<file path="src/hdl/scan_tap_cfg.svh">
// constants of the boundary-scan test port
`ifndef SCAN_TAP_CFG_SVH
`define SCAN_TAP_CFG_SVH
`define IR_W 3
`define IR_CAPTURE_VAL 3'h1
`define ID_W 32
`define ID_REV_HI 31
`define ID_REV_LO 29
`define ID_PART_HI 28
`define ID_PART_LO 12
`define ID_MFR_HI 11
`define ID_MFR_LO 1
`define ID_PRESENT_BIT 0
`define BSR_LEN 109
`define BSR_PINS 108
`define BSR_CTRL_CELL 108
`define BSR_RESET_VAL {1'b1, 108'h0}
`endif

</file>
<file path="src/hdl/scan_tap_pkg.sv">
// types of the boundary-scan test port
package scan_tap_pkg;
    typedef enum logic [3:0] {
        TLR = 4'b1111, RTI = 4'b1100, SEL_DR = 4'b0111, CAP_DR = 4'b0110,
        SH_DR = 4'b0010, EX1_DR = 4'b0001, PA_DR = 4'b0011, EX2_DR = 4'b0000,
        UPD_DR = 4'b0101, SEL_IR = 4'b0100, CAP_IR = 4'b1110, SH_IR = 4'b1010,
        EX1_IR = 4'b1001, PA_IR = 4'b1011, EX2_IR = 4'b1000, UPD_IR = 4'b1101
    } tap_state_e;

    typedef enum logic [2:0] {
        I_EXTEST = 3'b000, I_IDCODE = 3'b001, I_SAMPLEZ = 3'b010, I_RSV3 = 3'b011,
        I_PRELOAD = 3'b100, I_RSV5 = 3'b101, I_RSV6 = 3'b110, I_BYPASS = 3'b111
    } instr_e;

    typedef struct packed {
        logic tck;
        logic tms;
        logic tdi;
    } tap_pins_s;
endpackage : scan_tap_pkg

</file>
<file path="src/hdl/boundary_ring.sv">
// boundary-scan register: shift stage plus update latch
`include "scan_tap_cfg.svh"
module boundary_ring (
    input wire logic clock,
    input wire logic rstn,
    input wire logic preset,
    input wire logic capture_en,
    input wire logic shift_en,
    input wire logic update_en,
    input wire logic si,
    input wire logic [`BSR_PINS-1:0] pins,
    output logic so,
    output logic [`BSR_LEN-1:0] upd_q
);
    logic [`BSR_LEN-1:0] sh_q, sh_d, upd_d;

    always_comb begin
        sh_d = sh_q;
        upd_d = upd_q;
        if (capture_en) begin
            // internal cell samples its own latched value
            sh_d = {upd_q[`BSR_CTRL_CELL], pins};
        end else if (shift_en) begin
            sh_d = {si, sh_q[`BSR_LEN-1:1]};
        end
        if (preset) begin
            upd_d = `BSR_RESET_VAL;
        end else if (update_en) begin
            upd_d = sh_q;
        end
    end

    always_ff @(posedge clock) begin
        if (!rstn) begin
            sh_q <= '0;
            upd_q <= `BSR_RESET_VAL;
        end else begin
            sh_q <= sh_d;
            upd_q <= upd_d;
        end
    end

    assign so = sh_q[0];
endmodule : boundary_ring

</file>
<file path="src/hdl/scan_tap.sv">
// boundary-scan test access port of a burst memory
// How it works
// - three-bit instruction; code 001 puts 32-bit id register in path
// - code 010 captures pins, selects boundary register, tri-states memory outputs
// - code 100 captures ring, selects boundary register, memory untouched
// - code 111 selects one-bit bypass register, memory untouched
// - id bits 31:29 revision, 28:12 part type, fixed per variant
// - id bits 11:1 hold fixed maker code
// - id bit 0 always one
// - boundary register 109 cells, cell 0 at output, last internal
// - external test drives preloaded values onto output pins
// - cell 108 enables output drivers under external test, presets high
`include "scan_tap_cfg.svh"
module scan_tap
    import scan_tap_pkg::*;
#(
    parameter logic [2:0] ID_REV = 3'h5, // arbitrary value
    parameter logic [16:0] ID_PART = 17'h0A5A5, // arbitrary value
    parameter logic [10:0] ID_MFR = 11'h155 // arbitrary value
) (
    input wire logic clock,
    input wire logic rstn,
    input wire tap_pins_s tap,
    input wire logic [`BSR_PINS-1:0] ring_in,
    output logic tdo_q,
    output logic tdo_oen_q,
    output logic extest_q,
    output logic qbus_oen_q,
    output logic [`BSR_LEN-1:0] ring_out
);
    localparam logic [`ID_W-1:0] ID_VAL = {ID_REV, ID_PART, ID_MFR, 1'b1};

    // two-stage sync; tck gets a third stage for edges, all in lockstep
    tap_pins_s s1_q, s2_q;
    logic tck3_q;
    logic [`BSR_PINS-1:0] ring_s1_q, ring_s2_q;
    logic rise, fall;

    always_ff @(posedge clock) begin
        if (!rstn) begin
            s1_q <= '0;
            s2_q <= '0;
            tck3_q <= 1'b0;
            ring_s1_q <= '0;
            ring_s2_q <= '0;
        end else begin
            s1_q <= tap;
            s2_q <= s1_q;
            tck3_q <= s2_q.tck;
            ring_s1_q <= ring_in;
            ring_s2_q <= ring_s1_q;
        end
    end

    assign rise = s2_q.tck & ~tck3_q;
    assign fall = ~s2_q.tck & tck3_q;

    // controller
    tap_state_e st_q, st_d;
    logic [`IR_W-1:0] ir_sh_q, ir_sh_d;
    instr_e ir_q, ir_d;
    logic [`ID_W-1:0] id_q, id_d;
    logic byp_q, byp_d;
    logic tdo_d, tdo_oen_d, extest_d, qbus_oen_d;
    logic bsr_sel, id_sel, bsr_so;

    assign id_sel = (ir_q == I_IDCODE);
    assign bsr_sel = (ir_q == I_EXTEST) || (ir_q == I_SAMPLEZ) || (ir_q == I_PRELOAD);

    always_comb begin
        st_d = st_q;
        if (rise) begin
            case (st_q)
                TLR: st_d = s2_q.tms ? TLR : RTI;
                RTI: st_d = s2_q.tms ? SEL_DR : RTI;
                SEL_DR: st_d = s2_q.tms ? SEL_IR : CAP_DR;
                CAP_DR: st_d = s2_q.tms ? EX1_DR : SH_DR;
                SH_DR: st_d = s2_q.tms ? EX1_DR : SH_DR;
                EX1_DR: st_d = s2_q.tms ? UPD_DR : PA_DR;
                PA_DR: st_d = s2_q.tms ? EX2_DR : PA_DR;
                EX2_DR: st_d = s2_q.tms ? UPD_DR : SH_DR;
                UPD_DR: st_d = s2_q.tms ? SEL_DR : RTI;
                SEL_IR: st_d = s2_q.tms ? TLR : CAP_IR;
                CAP_IR: st_d = s2_q.tms ? EX1_IR : SH_IR;
                SH_IR: st_d = s2_q.tms ? EX1_IR : SH_IR;
                EX1_IR: st_d = s2_q.tms ? UPD_IR : PA_IR;
                PA_IR: st_d = s2_q.tms ? EX2_IR : PA_IR;
                EX2_IR: st_d = s2_q.tms ? UPD_IR : SH_IR;
                UPD_IR: st_d = s2_q.tms ? SEL_DR : RTI;
                default: st_d = TLR;
            endcase
        end
    end

    always_comb begin
        ir_sh_d = ir_sh_q;
        ir_d = ir_q;
        id_d = id_q;
        byp_d = byp_q;
        if (st_q == TLR) begin
            ir_d = I_IDCODE;
        end else if (rise) begin
            case (st_q)
                CAP_IR: ir_sh_d = `IR_CAPTURE_VAL;
                SH_IR: ir_sh_d = {s2_q.tdi, ir_sh_q[`IR_W-1:1]};
                // reserved codes fall back to bypass behaviour
                UPD_IR: ir_d = instr_e'(ir_sh_q);
                CAP_DR: begin
                    id_d = ID_VAL;
                    byp_d = 1'b0;
                end
                SH_DR: begin
                    id_d = {s2_q.tdi, id_q[`ID_W-1:1]};
                    byp_d = s2_q.tdi;
                end
                default: begin
                end
            endcase
        end
    end

    // tdo changes only on falling tck so the tester samples a settled bit
    always_comb begin
        tdo_d = tdo_q;
        tdo_oen_d = tdo_oen_q;
        if (fall) begin
            tdo_oen_d = !((st_q == SH_DR) || (st_q == SH_IR));
            if (st_q == SH_IR) begin
                tdo_d = ir_sh_q[0];
            end else if (id_sel) begin
                tdo_d = id_q[0];
            end else if (bsr_sel) begin
                tdo_d = bsr_so;
            end else begin
                tdo_d = byp_q;
            end
        end
    end

    always_comb begin
        extest_d = (ir_q == I_EXTEST);
        qbus_oen_d = (ir_q == I_SAMPLEZ) || (extest_d && !ring_out[`BSR_CTRL_CELL]);
    end

    always_ff @(posedge clock) begin
        if (!rstn) begin
            st_q <= TLR;
            ir_sh_q <= '0;
            ir_q <= I_IDCODE;
            id_q <= '0;
            byp_q <= 1'b0;
            tdo_q <= 1'b0;
            tdo_oen_q <= 1'b1;
            extest_q <= 1'b0;
            qbus_oen_q <= 1'b0;
        end else begin
            st_q <= st_d;
            ir_sh_q <= ir_sh_d;
            ir_q <= ir_d;
            id_q <= id_d;
            byp_q <= byp_d;
            tdo_q <= tdo_d;
            tdo_oen_q <= tdo_oen_d;
            extest_q <= extest_d;
            qbus_oen_q <= qbus_oen_d;
        end
    end

    boundary_ring boundary_ring_inst (
        .clock(clock),
        .rstn(rstn),
        .preset(st_q == TLR),
        .capture_en(rise && bsr_sel && (st_q == CAP_DR)),
        .shift_en(rise && bsr_sel && (st_q == SH_DR)),
        .update_en(rise && bsr_sel && (st_q == UPD_DR)),
        .si(s2_q.tdi),
        .pins(ring_s2_q),
        .so(bsr_so),
        .upd_q(ring_out)
    );

    // checks
    property p_id_capture;
        @(posedge clock) disable iff (!rstn)
        rise && st_q == CAP_DR |=> id_q == ID_VAL && id_q[`ID_PRESENT_BIT];
    endproperty
    a_id_capture: assert property (p_id_capture) else $error("id capture wrong");
    property p_id_fields;
        @(posedge clock) disable iff (!rstn)
        rise && st_q == CAP_DR |=> id_q[`ID_REV_HI:`ID_REV_LO] == ID_REV && id_q[`ID_PART_HI:`ID_PART_LO] == ID_PART;
    endproperty
    a_id_fields: assert property (p_id_fields) else $error("id fields wrong");
    property p_id_mfr;
        @(posedge clock) disable iff (!rstn)
        rise && st_q == CAP_DR |=> id_q[`ID_MFR_HI:`ID_MFR_LO] == ID_MFR;
    endproperty
    a_id_mfr: assert property (p_id_mfr) else $error("maker code wrong");
    property p_samplez_hiz;
        @(posedge clock) disable iff (!rstn)
        ir_q == I_SAMPLEZ |=> qbus_oen_q;
    endproperty
    a_samplez_hiz: assert property (p_samplez_hiz) else $error("outputs not tri-stated");
    property p_preload_quiet;
        @(posedge clock) disable iff (!rstn)
        ir_q == I_PRELOAD || ir_q == I_BYPASS |=> !qbus_oen_q && !extest_q;
    endproperty
    a_preload_quiet: assert property (p_preload_quiet) else $error("memory disturbed");
    property p_bypass_cap;
        @(posedge clock) disable iff (!rstn)
        rise && st_q == CAP_DR |=> !byp_q;
    endproperty
    a_bypass_cap: assert property (p_bypass_cap) else $error("bypass not cleared");
    property p_extest_ctrl;
        @(posedge clock) disable iff (!rstn)
        ir_q == I_EXTEST && !ring_out[`BSR_CTRL_CELL] |=> extest_q && qbus_oen_q;
    endproperty
    a_extest_ctrl: assert property (p_extest_ctrl) else $error("control cell ignored");
    property p_tlr_preset;
        @(posedge clock) disable iff (!rstn)
        st_q == TLR |=> ring_out[`BSR_CTRL_CELL] && ir_q == I_IDCODE;
    endproperty
    a_tlr_preset: assert property (p_tlr_preset) else $error("reset preset missing");
    property p_tms_hold;
        @(posedge clock) disable iff (!rstn)
        rise && st_q == TLR && s2_q.tms |=> st_q == TLR;
    endproperty
    a_tms_hold: assert property (p_tms_hold) else $error("left reset state");
    property p_tdo_fall;
        @(posedge clock) disable iff (!rstn)
        fall && st_q == SH_DR |=> !tdo_oen_q;
    endproperty
    a_tdo_fall: assert property (p_tdo_fall) else $error("tdo not driven");
    c_idcode: cover property (@(posedge clock) rise && st_q == SH_DR && id_sel);
    c_extest: cover property (@(posedge clock) extest_q && !qbus_oen_q);
    c_samplez: cover property (@(posedge clock) ir_q == I_SAMPLEZ && qbus_oen_q);
endmodule : scan_tap

</file>
<file path="config.mk">
export PLATFORM = sky130hd
export DESIGN_NAME = scan_tap
export DESIGN_NICKNAME = d
export VERILOG_FILES = /design/src/hdl/scan_tap_pkg.sv /design/src/hdl/boundary_ring.sv /design/src/hdl/scan_tap.sv
export VERILOG_INCLUDE_DIRS = /design/src /design/src/hdl
export SDC_FILE = /design/constraint.sdc
export NUM_CORES = 1
export LEC_CHECK = 0
export BUFFER_PORTS_ARGS = -buffer_cell sky130_fd_sc_hd__buf_2
export CORE_UTILIZATION = 40
export CTS_CLUSTER_DIAMETER = 100
export DETAILED_ROUTE_END_ITERATION = 10
export GPL_TIMING_DRIVEN = 0
export MAX_ROUTING_LAYER = met4
export SYNTH_ARGS = -nofsm -noshare
export SYNTH_HDL_FRONTEND = slang
export SYNTH_SLANG_ARGS = --single-unit
</file>
<file path="constraint.sdc">
create_clock -name clock -period 1.3 [get_ports clock]
set_input_delay 0.26 -clock clock [delete_from_list [all_inputs] [get_ports clock]]
set_output_delay 0.26 -clock clock [all_outputs]
set_load 0.01 [all_outputs]
</file>
==> run_results.csv <==
group,metric,value,unit
floorplan,rows,77,
power_and_ir_drop,irDropWorstVdd,785,uV
routing,viasPerCell,5.63,
placement,gp_congestion,0.815,
synthesis,syn_nets,1864,
sta,tns,-63480,ps
final_layout,final_layout_size_suffix_gt1_share,44.0,%
setup_path,critPathBufInv,2,
clock_network,clk_latency,610,ps
final_layout,final_cells,2959,
setup_path,path_max_fanout,10,
floorplan,design.core.area,0.0441,sq mm
hold_path,min_from,"rstn",
final_layout,mostFrequentLayoutCells,"dfxtp_1, and2_1, buf_6, buf_2, buf_4",
flow_run,maxCapViolations,0,
hold_path,hold_path.class,"in2reg",
power_and_ir_drop,power_density,1110,mW/mm^2
clock_network,clk_pin_slew,60,ps
sta,hold_viol,0,
synthesis,seq_area_frac_synth,54.8,%
placement,numPlacedInstances,2568,
synthesis,ys.warnings.count,0,
outcome,violations,"negative setup slack",
sta,slew_headroom,36.7,%
placement,pre_cts_slack,-884,ps
sta,finalWorstSetupSlack,-360,ps
global_routing,antenna_found_initial,3,
clock_network,cts_buffers,50,
setup_path,critPathSlowestCell,"dfxtp_4",
floorplan,ios,226,
routing,postRouteAntennaNets,0,
floorplan,die_h,213,um
setup_path,worstPathArrival,2150,ps
routing,firstDrtPassIters,7,
sta,slew_violations,0,
final_layout,multi_input_area,0.00922,sq mm
sta,setup_viol,358,
placement,dp_hpwl,34500,um
final_layout,syn2layout_area_growth,63.4,%
setup_path,setup.worst_path.start,"ir_q[1]",
clock_network,cts_sinks,488,
routing,drc,0,
clock_network,cts-root-buf,"clkbuf_16",
final_layout,seqCellArea,0.00995,sq mm
global_routing,grt_overflow,0,
global_routing,grt_pass1_vias,16600,
global_routing,grt_pass1_wl,91800,um
synthesis,async_reset_ff_share,0,%
setup_path,slowest_delay,370,ps
floorplan,start_util,40.4,%
setup_path,critPathRequiredTime,1790,ps
global_routing,grtUsageTotal,26.7,%
floorplan,dieArea,0.0454,sq mm
setup_path,path_cells,"a21oi_4 -> buf_6 -> buf_2 -> a31oi_1 -> a211oi_1",
synthesis,postSynthAreaPerCell,10.2,sq um
final_layout,fill_cells,3228,
clock_network,cts_buffer_depth,3,
final_layout,mostFrequentLayoutCell,"dfxtp_1",
synthesis,synth-edff-count,0,
synthesis,synthFlopType,"dfxtp_1",
routing,drt_iter0_markers,1241,
floorplan,die-width,213,um
placement,io_buffer_count,225,
final_layout,final_nets,2435,
sta,fin_skew,17.7,ps
clock_network,htreeDepth,2,
synthesis,syn_inst,1751,
power_and_ir_drop,power,32.3,mW
sta,min_period_over_period,128,%
clock_network,cts_tree,"done",
power_and_ir_drop,power_leakage,11.5,nW
setup_path,path_delay_family,"compound AO/OA/AOI/OAI gates",
synthesis,syn_area,0.0178,sq mm
sta,max_freq,602,MHz
sta,rsz0062_at_grt,"yes",
sta,period_needed,1660,ps
setup_path,r2r-start,"ir_q[1]",
sta,worst_slew_pin_slew,950,ps
setup_path,crit_path_start_kind,"flop",
outcome,status,"finished, violations left",
routing,num_vias,16700,
routing,wirelength,64300,um
setup_path,critPathKind,"reg2reg",
synthesis,synth-seq-cells,488,
routing,wire_per_inst,21.7,um
global_routing,grt_max_degree,14,
synthesis,synth_cell_types,46,
setup_path,critPathCaptureType,"flop",
[worst paths after layout]
kind / to / slack (ps) / depth (start not counted)
setup / recovery: boundary_ring_inst.sh_q[17] / -360 / 5
hold / removal: qbus_oen_q / 80 / 3
setup reg to reg: boundary_ring_inst.sh_q[17] / -360 / 5
hold reg to reg: ring_s2_q[13] / 420 / 1
[worst min-delay path: cells and delay by family]
kind          cells  cell delay (ps)
simple gates      2              190
buf+inv           1              180
[per-stage QoR]
| stage | util, % | area [sq um] | hold WS, ps |
|---|---|---|---|
| after CTS | 62.6 | 27600 | 34.2 |
| after detailed placement | 44.8 | 19800 | 418 |
| final | 66.0 | 29100 | 79.2 |
| after floorplan | - | 17900 | 387 |
| after global routing | 66.0 | 29100 | 112 |
| after global placement | 44.8 | 19800 | 414 |
[synthesized netlist by cell type (7+ instances only)]
cell type / n / area (sq um)
o21ai_0: 25 / 125
a21oi_1: 151 / 756
nand2_1: 7 / 26.3
nor2_1: 19 / 71.3
buf_1: 12 / 45.0
mux2i_1: 109 / 1090
and2_1: 223 / 1400
dfxtp_1: 488 / 9770
a31oi_1: 109 / 682
o31ai_1: 108 / 811
nand4_1: 112 / 701
clkbuf_1: 100 / 375
a311oi_1: 16 / 140
nand4b_1: 17 / 149
buf_2: 83 / 415
a211oi_1: 108 / 811
buf_4: 11 / 82.6
[registers in the layout, summed over array words and instances, names as in the netlist]
register and cells:
boundary_ring_inst.upd_q 109, tdo_oen_q 1, tdo_q 1, ir_sh_q 3, ir_q 3, qbus_oen_q 1
ring_s1_q 108, tck3_q 1, extest_q 1, ring_s2_q 108, byp_q 1, boundary_ring_inst.sh_q 109
st_q 4, id_q 32, s1_q 3, s2_q 3
[report_power, final]
group | switching (mW) | total [mW] | internal [mW] | leakage (nW)
registers | 0.112 | 15.4 | 15.3 | 4.04
clock network | 6.14 | 14.6 | 8.41 | 0.809
logic | 1.19 | 2.37 | 1.18 | 6.61
[kinds of logic after synthesis]
| group | after synthesis | synth area share, % |
|---|---|---|
| compound gates | 529 | 19.2 |
| simple gates | 413 | 14.5 |
| flops | 488 | 54.8 |
| mux | 110 | 6.18 |
| buf+inv | 211 | 5.38 |
[timing repair]
item	in CTS	in global routing
setup buffers	132	25
gates resized for setup	804	339
cloned	38	15
endpoints found under the setup margin	497	376
hold buffers	111	0
pin swaps	97	169
endpoints found under the hold margin	111	0
[cell type report]
type,instances,area share (%)
clock buffer,75,5.03
antenna,6,0.0515
buffer,203,7.28
multi-input combinational,1052,31.6
sequential,488,34.1
tap,592,2.54
timing repair buffer,525,18.7
clock inverter,16,0.627
inverter,2,0.0258
[per-layer routing]
metal  track usage [%]  up-vias  wire length, um
li1                  -     7654                -
met1              32.4     8113            25900
met2              43.2      673            31200
met3              3.96      215             3740
met4              13.7        0             3470
met5                 -        -                0
Note: power is estimated with default switching activity, not from simulation.
